$ cat src/logic/nfh_regs.svh
// opcodes, pin cycle timing and limits for the nand host sequencer
`ifndef NFH_REGS_SVH
`define NFH_REGS_SVH
`define NFH_OP_READ1 8'h00
`define NFH_OP_READ2 8'h30
`define NFH_OP_PROG1 8'h80
`define NFH_OP_PROG2 8'h10
`define NFH_OP_ERASE1 8'h60
`define NFH_OP_ERASE2 8'hd0
`define NFH_OP_RESET 8'hff
`define NFH_OP_STATUS 8'h70
`define NFH_ERASED 8'hff
`define NFH_ROW3 8'h00
`define NFH_NOP_MAX 3'h4
`define NFH_MARK_COL 12'h800
`define NFH_ONE_BYTE 12'h001
`define NFH_ADDR_LAST 12'h004
`define NFH_ERASE_FIRST 12'h002
`define NFH_BLK_HI 15
`define NFH_BLK_LO 6
`define NFH_PG_ZERO 5'h00
`define NFH_LAST_BLK 10'h3ff
`define NFH_SAFE_BLK 10'h000
`define NFH_WE_LO_BEG 3'h2
`define NFH_WE_LO_END 3'h4
`define NFH_WR_END 3'h5
`define NFH_RE_LO_END 3'h5
`define NFH_RD_END 3'h7
`define NFH_CLK_NS 10
`define NFH_T_GAP_NS 100
`define NFH_GAP_CYC ((`NFH_T_GAP_NS + `NFH_CLK_NS - 1) / `NFH_CLK_NS)
`define NFH_T_R_US 40
`define NFH_T_RST_US 5
`define NFH_T_PROG_US 750
`define NFH_T_BERS_MS 10
`define NFH_R_CYC (`NFH_T_R_US * 1000 / `NFH_CLK_NS)
`define NFH_RST_CYC (`NFH_T_RST_US * 1000 / `NFH_CLK_NS)
`define NFH_PROG_CYC (`NFH_T_PROG_US * 1000 / `NFH_CLK_NS)
`define NFH_BERS_CYC (`NFH_T_BERS_MS * 1000000 / `NFH_CLK_NS)
`endif

$ cat src/logic/nfh_pkg.sv
// types shared by the nand host sequencer
package nfh_pkg;
  typedef enum logic [2:0] {
    nfh_read, nfh_prog, nfh_erase, nfh_reset, nfh_status
  } nfh_op_t;
  typedef enum logic [3:0] {
    s_idle, s_pre, s_cmd1, s_addr, s_gapw, s_din, s_cmd2, s_wait,
    s_stcmd, s_gapr, s_dout, s_fin
  } nfh_state_t;
  typedef struct packed {
    logic [2:0] op;
    logic [15:0] row;
    logic [11:0] col;
    logic [11:0] len;
  } nfh_req_t;
  typedef struct packed {
    logic [7:0] status;
    logic err_op;
    logic err_bad;
    logic err_nop;
    logic err_tmo;
  } nfh_resp_t;
  typedef struct packed {
    logic cle;
    logic ale;
    logic ce_n;
    logic we_n;
    logic output_strobe_n;
    logic wp_n;
  } nfh_pins_t;
endpackage

$ cat src/logic/nfh_ctrl.sv
// nand flash host sequencer with factory bad block scan
`timescale 1ns/100ps
`include "nfh_regs.svh"
// Functional notes
// - at most four partial programs per page; counted only while the same page is programmed again in a row
// - scan marking into table, never erase it
// - no program or erase to marked blocks
// - invalid blocks are never accessed; the scan still reads every block, and block 0 is never marked
// - latch lines change only while write strobe high
// - only defined command codes issued
module nfh_ctrl #(
  parameter int unsigned PROG_TMO = `NFH_PROG_CYC,
  parameter int unsigned BERS_TMO = `NFH_BERS_CYC
) (
  input wire logic i_clk_sys,
  input wire logic i_resetn,
  input wire logic i_req_valid,
  input wire nfh_pkg::nfh_req_t i_req,
  output logic o_req_ready,
  input wire logic [7:0] i_wdata,
  input wire logic i_wvalid,
  output logic o_wready,
  output logic [7:0] o_rdata,
  output logic o_rvalid,
  output logic o_done,
  output nfh_pkg::nfh_resp_t o_resp,
  output logic o_scan_done,
  output nfh_pkg::nfh_pins_t o_pins,
  output logic [7:0] o_io,
  output logic o_io_oe_n,
  input wire logic [7:0] i_io,
  input wire logic i_ready_busy_n
);
  import nfh_pkg::*;

  localparam logic [3:0] GAP = 4'(`NFH_GAP_CYC);
  localparam logic [19:0] R_LIM = 20'(`NFH_R_CYC);
  localparam logic [19:0] RST_LIM = 20'(`NFH_RST_CYC);
  localparam logic [19:0] PROG_LIM = 20'(PROG_TMO);
  localparam logic [19:0] BERS_LIM = 20'(BERS_TMO);

  nfh_state_t state, next_state;
  logic [2:0] tick, next_tick;
  logic [11:0] idx, next_idx;
  logic [3:0] gap, next_gap;
  logic [19:0] tmo, next_tmo;
  logic next_wready;
  nfh_req_t cur;
  logic [7:0] dbuf;
  logic scan;
  logic [9:0] scan_blk;
  logic scan_pg;
  logic [1023:0] bbt;
  logic [15:0] last_row;
  logic [2:0] pcount;
  logic [7:0] io_s1, io_s2;
  logic rb_s1, rb_s2;

  // pin synchronisers; first stage is read by the second only
  always_ff @(posedge i_clk_sys or negedge i_resetn) begin
    if (!i_resetn) begin
      io_s1 <= 8'h00;
      io_s2 <= 8'h00;
      rb_s1 <= 1'b0;
      rb_s2 <= 1'b0;
    end else begin
      io_s1 <= i_io;
      io_s2 <= io_s1;
      rb_s1 <= i_ready_busy_n;
      rb_s2 <= rb_s1;
    end
  end

  // cycle type decode
  wire is_cmd = (state == s_cmd1) || (state == s_cmd2) || (state == s_stcmd);
  wire in_wr = is_cmd || (state == s_addr) || ((state == s_din) && !o_wready);
  wire in_rd = (state == s_dout);
  wire wr_end = in_wr && (tick == `NFH_WR_END);
  wire rd_end = in_rd && (tick == `NFH_RD_END);
  wire cur_rd = (cur.op == nfh_read);
  wire cur_pg = (cur.op == nfh_prog);
  wire cur_er = (cur.op == nfh_erase);
  wire cur_rst = (cur.op == nfh_reset);
  wire [11:0] dlast = (cur.len == 12'h000) ? 12'h000 : cur.len - 12'h001;
  wire [11:0] olast = cur_rd ? dlast : 12'h000;
  wire gap_zero = (gap == 4'h0);
  wire [19:0] tmo_lim = cur_rd ? R_LIM : cur_pg ? PROG_LIM :
                        cur_er ? BERS_LIM : RST_LIM;
  wire rb_tmo = (tmo == tmo_lim);
  wire [9:0] cur_blk = cur.row[`NFH_BLK_HI:`NFH_BLK_LO];

  // bytes put on the port; cycle index picks the address byte
  wire [7:0] addr_byte = (idx[2:0] == 3'h0) ? cur.col[7:0] :
                         (idx[2:0] == 3'h1) ? {4'h0, cur.col[11:8]} :
                         (idx[2:0] == 3'h2) ? cur.row[7:0] :
                         (idx[2:0] == 3'h3) ? cur.row[15:8] : `NFH_ROW3;
  wire [7:0] cmd1 = cur_rd ? `NFH_OP_READ1 : cur_pg ? `NFH_OP_PROG1 :
                    cur_er ? `NFH_OP_ERASE1 : cur_rst ? `NFH_OP_RESET :
                    `NFH_OP_STATUS;
  wire [7:0] cmd2 = cur_rd ? `NFH_OP_READ2 : cur_pg ? `NFH_OP_PROG2 :
                    `NFH_OP_ERASE2;
  wire [7:0] cmd_byte = (state == s_stcmd) ? `NFH_OP_STATUS :
                        (state == s_cmd2) ? cmd2 : cmd1;
  wire [7:0] out_byte = is_cmd ? cmd_byte :
                        (state == s_addr) ? addr_byte : dbuf;

  // request screening against op set, bad blocks and program count
  wire [9:0] req_blk = i_req.row[`NFH_BLK_HI:`NFH_BLK_LO];
  wire req_pg = (i_req.op == nfh_prog);
  wire req_er = (i_req.op == nfh_erase);
  wire op_ok = (i_req.op == nfh_read) || req_pg || req_er ||
               (i_req.op == nfh_reset) || (i_req.op == nfh_status);
  wire needs_good = (i_req.op == nfh_read) || req_pg || req_er;
  wire req_bad = needs_good && bbt[req_blk];
  wire row_same = (i_req.row == last_row);
  // fifth program in a row to one page refused
  wire req_nop = req_pg && row_same && (pcount >= `NFH_NOP_MAX);
  wire take = (state == s_idle) && !scan && i_req_valid && o_req_ready;
  wire refuse = !op_ok || req_bad || req_nop;
  wire accept = take && !refuse;
  // read column 2048 of pages 0 and 1
  wire [15:0] scan_row = {scan_blk, `NFH_PG_ZERO, scan_pg};
  wire scan_last = (scan_blk == `NFH_LAST_BLK) && scan_pg;
  // anything but all ones marks the block, block 0 excepted
  wire marked = (io_s2 != `NFH_ERASED);
  wire mark_bad = scan && rd_end && marked && (cur_blk != `NFH_SAFE_BLK);

  // sequencer: command, address, data, busy wait, status
  always_comb begin
    next_state = state;
    next_tick = tick;
    next_idx = idx;
    next_gap = gap;
    next_tmo = tmo;
    next_wready = o_wready;
    case (state)
      s_idle: begin
        if (scan || accept) begin
          next_state = s_pre;
          next_gap = GAP;
        end
      end
      s_pre: begin
        if (gap_zero) begin
          next_state = s_cmd1;
          next_tick = 3'h0;
        end else begin
          next_gap = gap - 4'h1;
        end
      end
      s_cmd1: begin
        next_tick = tick + 3'h1;
        if (wr_end) begin
          next_tick = 3'h0;
          next_idx = cur_er ? `NFH_ERASE_FIRST : 12'h000;
          next_gap = GAP;
          next_tmo = 20'h00000;
          next_state = cur_rst ? s_wait :
                       (cur.op == nfh_status) ? s_gapr : s_addr;
        end
      end
      s_addr: begin
        next_tick = tick + 3'h1;
        if (wr_end) begin
          next_tick = 3'h0;
          next_idx = idx + 12'h001;
          // five address cycles, three for erase
          if (idx == `NFH_ADDR_LAST) begin
            next_idx = 12'h000;
            next_gap = GAP;
            next_state = (cur_pg && (cur.len != 12'h000)) ? s_gapw : s_cmd2;
          end
        end
      end
      s_gapw: begin
        next_gap = gap - 4'h1;
        if (gap_zero) begin
          next_state = s_din;
          next_wready = 1'b1;
        end
      end
      s_din: begin
        if (o_wready) begin
          next_wready = !i_wvalid;
        end else if (wr_end) begin
          next_tick = 3'h0;
          next_idx = idx + 12'h001;
          next_wready = (idx != dlast);
          next_state = (idx == dlast) ? s_cmd2 : s_din;
        end else begin
          next_tick = tick + 3'h1;
        end
      end
      s_cmd2: begin
        next_tick = tick + 3'h1;
        if (wr_end) begin
          next_tick = 3'h0;
          next_gap = GAP;
          next_tmo = 20'h00000;
          next_state = s_wait;
        end
      end
      s_wait: begin
        if (!gap_zero) begin
          next_gap = gap - 4'h1;
        end else if (rb_s2) begin
          next_gap = GAP;
          next_idx = 12'h000;
          next_state = cur_rst ? s_fin : cur_rd ? s_gapr : s_stcmd;
        end else if (rb_tmo) begin
          // busy past the limit ends the operation
          next_state = s_fin;
        end else begin
          next_tmo = tmo + 20'h00001;
        end
      end
      s_stcmd: begin
        next_tick = tick + 3'h1;
        if (wr_end) begin
          next_tick = 3'h0;
          next_gap = GAP;
          next_state = s_gapr;
        end
      end
      s_gapr: begin
        next_gap = gap - 4'h1;
        if (gap_zero) begin
          next_state = s_dout;
          next_tick = 3'h0;
          next_idx = 12'h000;
        end
      end
      s_dout: begin
        next_tick = tick + 3'h1;
        if (rd_end) begin
          next_tick = 3'h0;
          next_idx = idx + 12'h001;
          next_state = (idx == olast) ? s_fin : s_dout;
        end
      end
      s_fin: next_state = s_idle;
      default: next_state = s_idle;
    endcase
  end

  always_ff @(posedge i_clk_sys or negedge i_resetn) begin
    if (!i_resetn) begin
      state <= s_idle;
      tick <= 3'h0;
      idx <= 12'h000;
      gap <= 4'h0;
      tmo <= 20'h00000;
      o_wready <= 1'b0;
    end else begin
      state <= next_state;
      tick <= next_tick;
      idx <= next_idx;
      gap <= next_gap;
      tmo <= next_tmo;
      o_wready <= next_wready;
    end
  end

  // pins lag the decode by one cycle, keeping the relative timing
  always_ff @(posedge i_clk_sys or negedge i_resetn) begin
    if (!i_resetn) begin
      o_pins <= '{cle: 1'b0, ale: 1'b0, ce_n: 1'b1, we_n: 1'b1,
                  output_strobe_n: 1'b1, wp_n: 1'b0};
      o_io <= 8'h00;
      o_io_oe_n <= 1'b1;
      o_req_ready <= 1'b0;
    end else begin
      // latch pair marks the cycle type
      o_pins.cle <= is_cmd;
      o_pins.ale <= (state == s_addr);
      o_pins.ce_n <= (state == s_idle);
      o_pins.we_n <= !(in_wr && (tick >= `NFH_WE_LO_BEG) &&
                       (tick <= `NFH_WE_LO_END));
      o_pins.output_strobe_n <= !(in_rd && (tick <= `NFH_RE_LO_END));
      // write lock released only for program and erase
      // lock closes with the last cycle, so idle never sees it open
      o_pins.wp_n <= (state != s_idle) && (next_state != s_idle) &&
                     (cur_pg || cur_er);
      o_io <= out_byte;
      o_io_oe_n <= !(in_wr || (state == s_din));
      o_req_ready <= (next_state == s_idle) && !scan;
    end
  end

  // request capture, results and scan progress
  always_ff @(posedge i_clk_sys or negedge i_resetn) begin
    if (!i_resetn) begin
      cur <= '0;
      dbuf <= 8'h00;
      o_rdata <= 8'h00;
      o_rvalid <= 1'b0;
      o_done <= 1'b0;
      o_resp <= '0;
      scan <= 1'b1;
      scan_blk <= 10'h000;
      scan_pg <= 1'b0;
      o_scan_done <= 1'b0;
    end else begin
      o_rvalid <= rd_end && cur_rd && !scan;
      o_done <= (take && refuse) || ((state == s_fin) && !scan);
      if ((state == s_idle) && scan) begin
        cur <= '{op: nfh_read, row: scan_row, col: `NFH_MARK_COL,
                 len: `NFH_ONE_BYTE};
      end else if (accept) begin
        cur <= i_req;
      end
      if (take) begin
        o_resp <= '{status: 8'h00, err_op: !op_ok, err_bad: req_bad,
                    err_nop: req_nop, err_tmo: 1'b0};
      end else if ((state == s_wait) && gap_zero && !rb_s2 && rb_tmo) begin
        o_resp.err_tmo <= !scan;
      end else if (rd_end && !cur_rd) begin
        o_resp.status <= io_s2;
      end
      if (o_wready && i_wvalid) begin
        dbuf <= i_wdata;
      end
      if (rd_end && cur_rd) begin
        o_rdata <= io_s2;
      end
      // original marking kept once, scan then stops
      if ((state == s_fin) && scan) begin
        scan_pg <= !scan_pg;
        scan_blk <= scan_pg ? scan_blk + 10'h001 : scan_blk;
        scan <= !scan_last;
        o_scan_done <= scan_last;
      end
    end
  end

  // invalid block table and partial program count
  always_ff @(posedge i_clk_sys or negedge i_resetn) begin
    if (!i_resetn) begin
      bbt <= '0;
      last_row <= 16'h0000;
      pcount <= 3'h0;
    end else begin
      if (mark_bad) begin
        bbt[cur_blk] <= 1'b1;
      end
      // count programs to the open page
      if (accept && req_pg) begin
        last_row <= i_req.row;
        pcount <= row_same ? pcount + 3'h1 : 3'h1;
      end else if (accept && req_er &&
                   (last_row[`NFH_BLK_HI:`NFH_BLK_LO] == req_blk)) begin
        pcount <= 3'h0;
      end
    end
  end
endmodule // nfh_ctrl

$ cat config.mk
export PLATFORM = sky130hd
export DESIGN_NAME = nfh_ctrl
export DESIGN_NICKNAME = d
export VERILOG_FILES = /design/src/logic/nfh_pkg.sv /design/src/logic/nfh_ctrl.sv
export VERILOG_INCLUDE_DIRS = /design/src /design/src/logic
export SDC_FILE = /design/constraint.sdc
export NUM_CORES = 2
export LEC_CHECK = 0
export BUFFER_PORTS_ARGS = -buffer_cell sky130_fd_sc_hd__buf_2
export CAP_MARGIN = 20
export CORE_MARGIN = 4
export CORE_UTILIZATION = 30
export CTS_BUF_LIST = sky130_fd_sc_hd__clkbuf_4 sky130_fd_sc_hd__clkbuf_8 sky130_fd_sc_hd__clkbuf_16
export CTS_CLUSTER_DIAMETER = 60
export CTS_CLUSTER_SIZE = 12
export DETAILED_ROUTE_END_ITERATION = 8
export MAX_ROUTING_LAYER = met4
export PLACE_DENSITY_LB_ADDON = 0.05
export SLEW_MARGIN = 20
export SYNTH_ARGS = -nofsm -noshare
export SYNTH_HDL_FRONTEND = slang
export SYNTH_SLANG_ARGS = --single-unit
$ cat constraint.sdc
create_clock -name i_clk_sys -period 4.68 [get_ports i_clk_sys]
set_clock_uncertainty 0.15 [all_clocks]
set_input_delay 0.234 -clock i_clk_sys [delete_from_list [all_inputs] [get_ports i_clk_sys]]
set_output_delay 0.234 -clock i_clk_sys [all_outputs]
set_load 0.01 [all_outputs]
==> summary.md <==
| Metric | Value |
|---|---|
| Wire length reported by the detailed router | `177900 um` |
| Source of the worst hold timing path | `i_req[37]` |
| Total via count in the routed design | `33950` |
| Setup tns final | `0 ps` |
| Portion of total power attributed to combinational logic | `13.0%` |
| Net switching fraction of the power | `28.21%` |
| Count of state elements after synthesis | `1207` |
| Max Root-Sink Buffers | `3` |
| Utilization after layout | `35.97%` |
| Power Internal | `18.38 mW` |
| Pin count of the biggest net entering global routing | `130` |
| Die Y | `424.7 um` |
| Outcome | `finished, final reports clean` |
| CP startpoint | `i_req[30]` |
| Clock slew at reported path FFs | `60 ps` |
| Synthesized instance count | `3945` |
| Initial core utilization | `30.26%` |
| Antenna violations before repair | `3` |
| Via count of the first global-routing pass | `36090` |
| Area of the core | `172100 um2` |
| Category of the critical setup timing path | `in2reg` |
| Die X-Extent | `424.7 um` |
| Portion of synthesized cell area occupied by the leading cell type | `57.75%` |
| Placement Rows | `152` |
| Fraction of final layout cells with drive strength greater than 1 | `21.72%` |
| Syn Area/Cell | `13.20 um2` |
| Routed vias/inst | `5.182` |
| CP startpoint kind | `primary input` |
| Area growth, synth to finish | `18.88%` |
| FF/Latch Area | `30210 um2` |
| MaxCap Viol Count | `0` |
| Launch instance of the worst register-to-register path | `cur[5]` |
| Final hold violation count | `0` |
| Leading cell type by number of instances after synthesis | `sky130_fd_sc_hd__dfrtp_1` |
| Final worst path period need | `4321 ps` |
| Area of the multi-input gates | `20560 um2` |
| Count of buffers from port buffering | `103` |
| TritonCTS sink count | `1207` |
| Sequential area share after synthesis | `58.01%` |
| Overall overflow remaining after global route | `0` |
| Largest cells by area after synthesis | `sky130_fd_sc_hd__dfrtp_1 (58%), sky130_fd_sc_hd__a21o_1 (15%), sky130_fd_sc_hd__mux4_2 (9.7%)` |
| Post-synthesis instance area | `52080 um2` |
| Maximum clock frequency | `231.4 MHz` |
| Worst Path Max Fanout | `23` |
| Share of flip-flops with an asynchronous set or reset after synthesis | `100.0%` |
| Final setup viols | `0` |
| Sum of net half-perimeters after detailed placement | `110200 um` |
| Floorplan die area | `180300 um2` |
| Ports | `104` |
| Netlist cell types | `77` |
| Area share of fa/ha/maj cells after synthesis | `0.3604%` |
| Worst endpoint required time | `5200 ps` |
| CTS H-tree lvls | `4` |
| Clock tree from TritonCTS | `built` |
| Number of warning messages in the yosys log | `0` |
| Simple-gate area share of the yosys netlist | `4.629%` |
| Number of filler cells placed in the layout | `16690` |
| Global-route total usage across every layer | `20.45%` |
| Detailed-route wire length per cell | `27.15 um` |
| Number of buffers inserted during clock tree synthesis | `140` |
| Crit share post-route | `92.33%` |
| Portion of netlist area occupied by mux cells | `12.72%` |
| Iteration-0 DRC count of the detailed router | `2186` |
| VDD IR max | `0.3257 mV` |
| Min-delay worst type | `in2reg` |
| NetSw | `7.223 mW` |
| Setup bufs post-CTS | `0` |
| Number of enable-type register cells in the synthesized netlist | `0` |
| Mapped Nets | `4024` |
| Register-to-register setup slack | `720 ps` |
| Power per cell area | `413.5 nW/um2` |
| RSZ-0062 raised after global routing | `false` |
| Leakage power | `36.57 nW` |
| Dominant combinational cell family by area after synthesis | `compound AO/OA/AOI/OAI gates` |
| Part of the total power dissipated in the clock network | `43.3%` |
| Dominant cell type by area after synthesis | `sky130_fd_sc_hd__dfrtp_1` |
| Net count reported at finish | `4237` |
| DRC violation count after routing | `0` |
| DR pass1 iterations | `7` |
| Data arrival at the endpoint of the critical path | `4840 ps` |
| Endpoint kind of the worst setup timing path | `register` |
| Most used flip-flop cell after synthesis | `sky130_fd_sc_hd__dfrtp_1` |
| Total count of max-transition violations in the final report | `0` |
| Pin slew with the least headroom to its limit | `1037 ps` |
| Most instantiated cells after synthesis | `sky130_fd_sc_hd__dfrtp_1 (1202), sky130_fd_sc_hd__a21o_1 (1031), sky130_fd_sc_hd__clkbuf_1 (245)` |
| Root Buffer Master | `sky130_fd_sc_hd__clkbuf_16` |
| Synthesized-area fraction occupied by xor and xnor cells | `1.059%` |
| First-pass GRT wire length | `263700 um` |
| Slew Limit Headroom | `30.74%` |
| Final estimated routing congestion in global placement | `0.7937` |
| Later-pin clock latency in the skew report | `780 ps` |
| Final antenna-violating net count | `0` |
| Fraction of power consumed by sequential logic | `43.7%` |
| Post-synthesis compound-gate area fraction | `20.04%` |
## per-stage QoR
stage | hold WS, ps | cell area, um2 | total power [mW] | setup slack (ps) | std cells
global route | 40.43 | 61910 | 26.73 | 218.0 | 6550
CTS | 13.05 | 61910 | 26.04 | 405.1 | 6550
finish | 78.82 | 61920 | 25.60 | 358.7 | 6551
global placement | 149.8 | 56670 | 14.71 | 144.2 | 6257
floorplan | -211.6 | 52080 | 13.09 | 1181 | 3945
detailed placement | 140.4 | 56670 | 14.69 | 151.0 | 6257
## power groups by stage
stage          Sequential, mW  Clock, mW  Combinational [mW]
2_1_floorplan            11.2          0                1.86
3_3_place_gp             11.4          0                3.33
3_5_place_dp             11.4          0                3.32
4_1_cts                  11.2       11.5                3.38
5_1_grt                  11.2       11.9                3.61
6_report                 11.2       11.1                3.33
## cell families (layout without fill, tap and decap cells)
family | after synthesis | in the layout
XOR/XNOR | 63 | 63
AND/OR/NAND/NOR | 510 | 510
other | 0 | 1
adder cells (fa/ha/maj) | 15 | 15
AO/OA/AOI/OAI | 1400 | 1400
buffers and inverters | 379 | 674
multiplexers | 371 | 371
flip-flops | 1207 | 1207
## worst max-delay path, stage by stage
cell and delay (ps):
sky130_fd_sc_hd__dlygate4sd3_1 560, sky130_fd_sc_hd__buf_8 240, sky130_fd_sc_hd__buf_12 240, sky130_fd_sc_hd__buf_12 250, sky130_fd_sc_hd__mux4_2 540, sky130_fd_sc_hd__mux4_2 550
sky130_fd_sc_hd__a21boi_0 480, sky130_fd_sc_hd__a41oi_1 380, sky130_fd_sc_hd__nand4_1 220, sky130_fd_sc_hd__and3_2 390, sky130_fd_sc_hd__nand2_4 250, sky130_fd_sc_hd__mux2_4 360
## state kept, by name, indices dropped and copies added, names as in the netlist, 3 cells and up
| signal | cells |
|---|---|
| bbt | 1024 |
| cur | 43 |
| dbuf | 8 |
| gap | 4 |
| idx | 12 |
| io_s1 | 8 |
| io_s2 | 8 |
| last_row | 16 |
| o_io | 8 |
| o_pins | 6 |
| o_rdata | 8 |
| o_resp | 12 |
| pcount | 3 |
| scan_blk | 10 |
| state | 4 |
| tick | 3 |
| tmo | 20 |
## cell usage in the layout (no fill, tap or decap), types with 10 or more instances in the layout
cell                            netlist  final
sky130_fd_sc_hd__nand4_1             21     21
sky130_fd_sc_hd__ha_1                15     15
sky130_fd_sc_hd__a221oi_1            11     11
sky130_fd_sc_hd__o31ai_1             10     10
sky130_fd_sc_hd__nand2_1            121    121
sky130_fd_sc_hd__dlygate4sd3_1        0     68
sky130_fd_sc_hd__xor2_1              29     29
sky130_fd_sc_hd__buf_12               0     46
sky130_fd_sc_hd__a21o_1            1031   1031
sky130_fd_sc_hd__o211ai_1            20     20
sky130_fd_sc_hd__a41oi_1             10     10
sky130_fd_sc_hd__a22o_1              43     43
sky130_fd_sc_hd__a22oi_1             74     74
sky130_fd_sc_hd__clkinv_2             0     24
sky130_fd_sc_hd__dfrtp_1           1202   1202
sky130_fd_sc_hd__o21ai_0             53     53
sky130_fd_sc_hd__or3_1               11     11
sky130_fd_sc_hd__nand2b_1            18     18
sky130_fd_sc_hd__buf_4               43    184
sky130_fd_sc_hd__a21oi_1             50     50
sky130_fd_sc_hd__nor2_2               1     33
sky130_fd_sc_hd__inv_6                0     11
sky130_fd_sc_hd__buf_2               28    100
sky130_fd_sc_hd__bufinv_16            0     12
sky130_fd_sc_hd__clkbuf_8             0     12
sky130_fd_sc_hd__nor2_1             172    107
sky130_fd_sc_hd__mux2_2              37     37
sky130_fd_sc_hd__o22ai_1             20     20
sky130_fd_sc_hd__clkbuf_16            0    144
sky130_fd_sc_hd__nor2_4               0     33
sky130_fd_sc_hd__xnor2_1             34     34
sky130_fd_sc_hd__nor2b_1             19     16
sky130_fd_sc_hd__nor3_1              27     27
sky130_fd_sc_hd__mux2_4              10     10
sky130_fd_sc_hd__inv_1               47     46
sky130_fd_sc_hd__mux4_2             225    225
sky130_fd_sc_hd__nand3_1             62     62
sky130_fd_sc_hd__mux2i_1             99     99
## layer usage
| metal | GRT usage [%] | vias to the layer above | share of wire (%) |
|---|---|---|---|
| li1 | - | 14920 | - |
| met1 | 28.26 | 18100 | 47 |
| met2 | 31.46 | 681 | 46 |
| met3 | 3.253 | 240 | 4.2 |
| met4 | 5.327 | 0 | 2.5 |
| met5 | - | - | 0 |
## final cells by class
type | count | share of cell area [%]
Antenna cell | 1 | 0.004042
Clock buffer | 165 | 6.196
Clock inverter | 59 | 1.122
Inverter | 49 | 0.2991
Multi-Input combinational cell | 2359 | 33.20
Sequential cell | 1207 | 48.79
Tap cell | 2310 | 4.668
Timing Repair Buffer | 401 | 5.719
## final timing paths
check,cells after the start,endpoint
worst min-delay path,3,last_row[13]
min in group asynchronous,3,bbt[438]
worst max-delay path,12,last_row[12]
max in group asynchronous,4,bbt[573]
worst max register to register,11,o_req_ready
worst min register to register,0,io_s2[1]
## repair_timing
action / in CTS / in global routing
resized for setup: 0 / 0
hold buffers: 69 / 0
hold endpoints to repair: 702 / 0
Power figures use the tool's default switching activity.
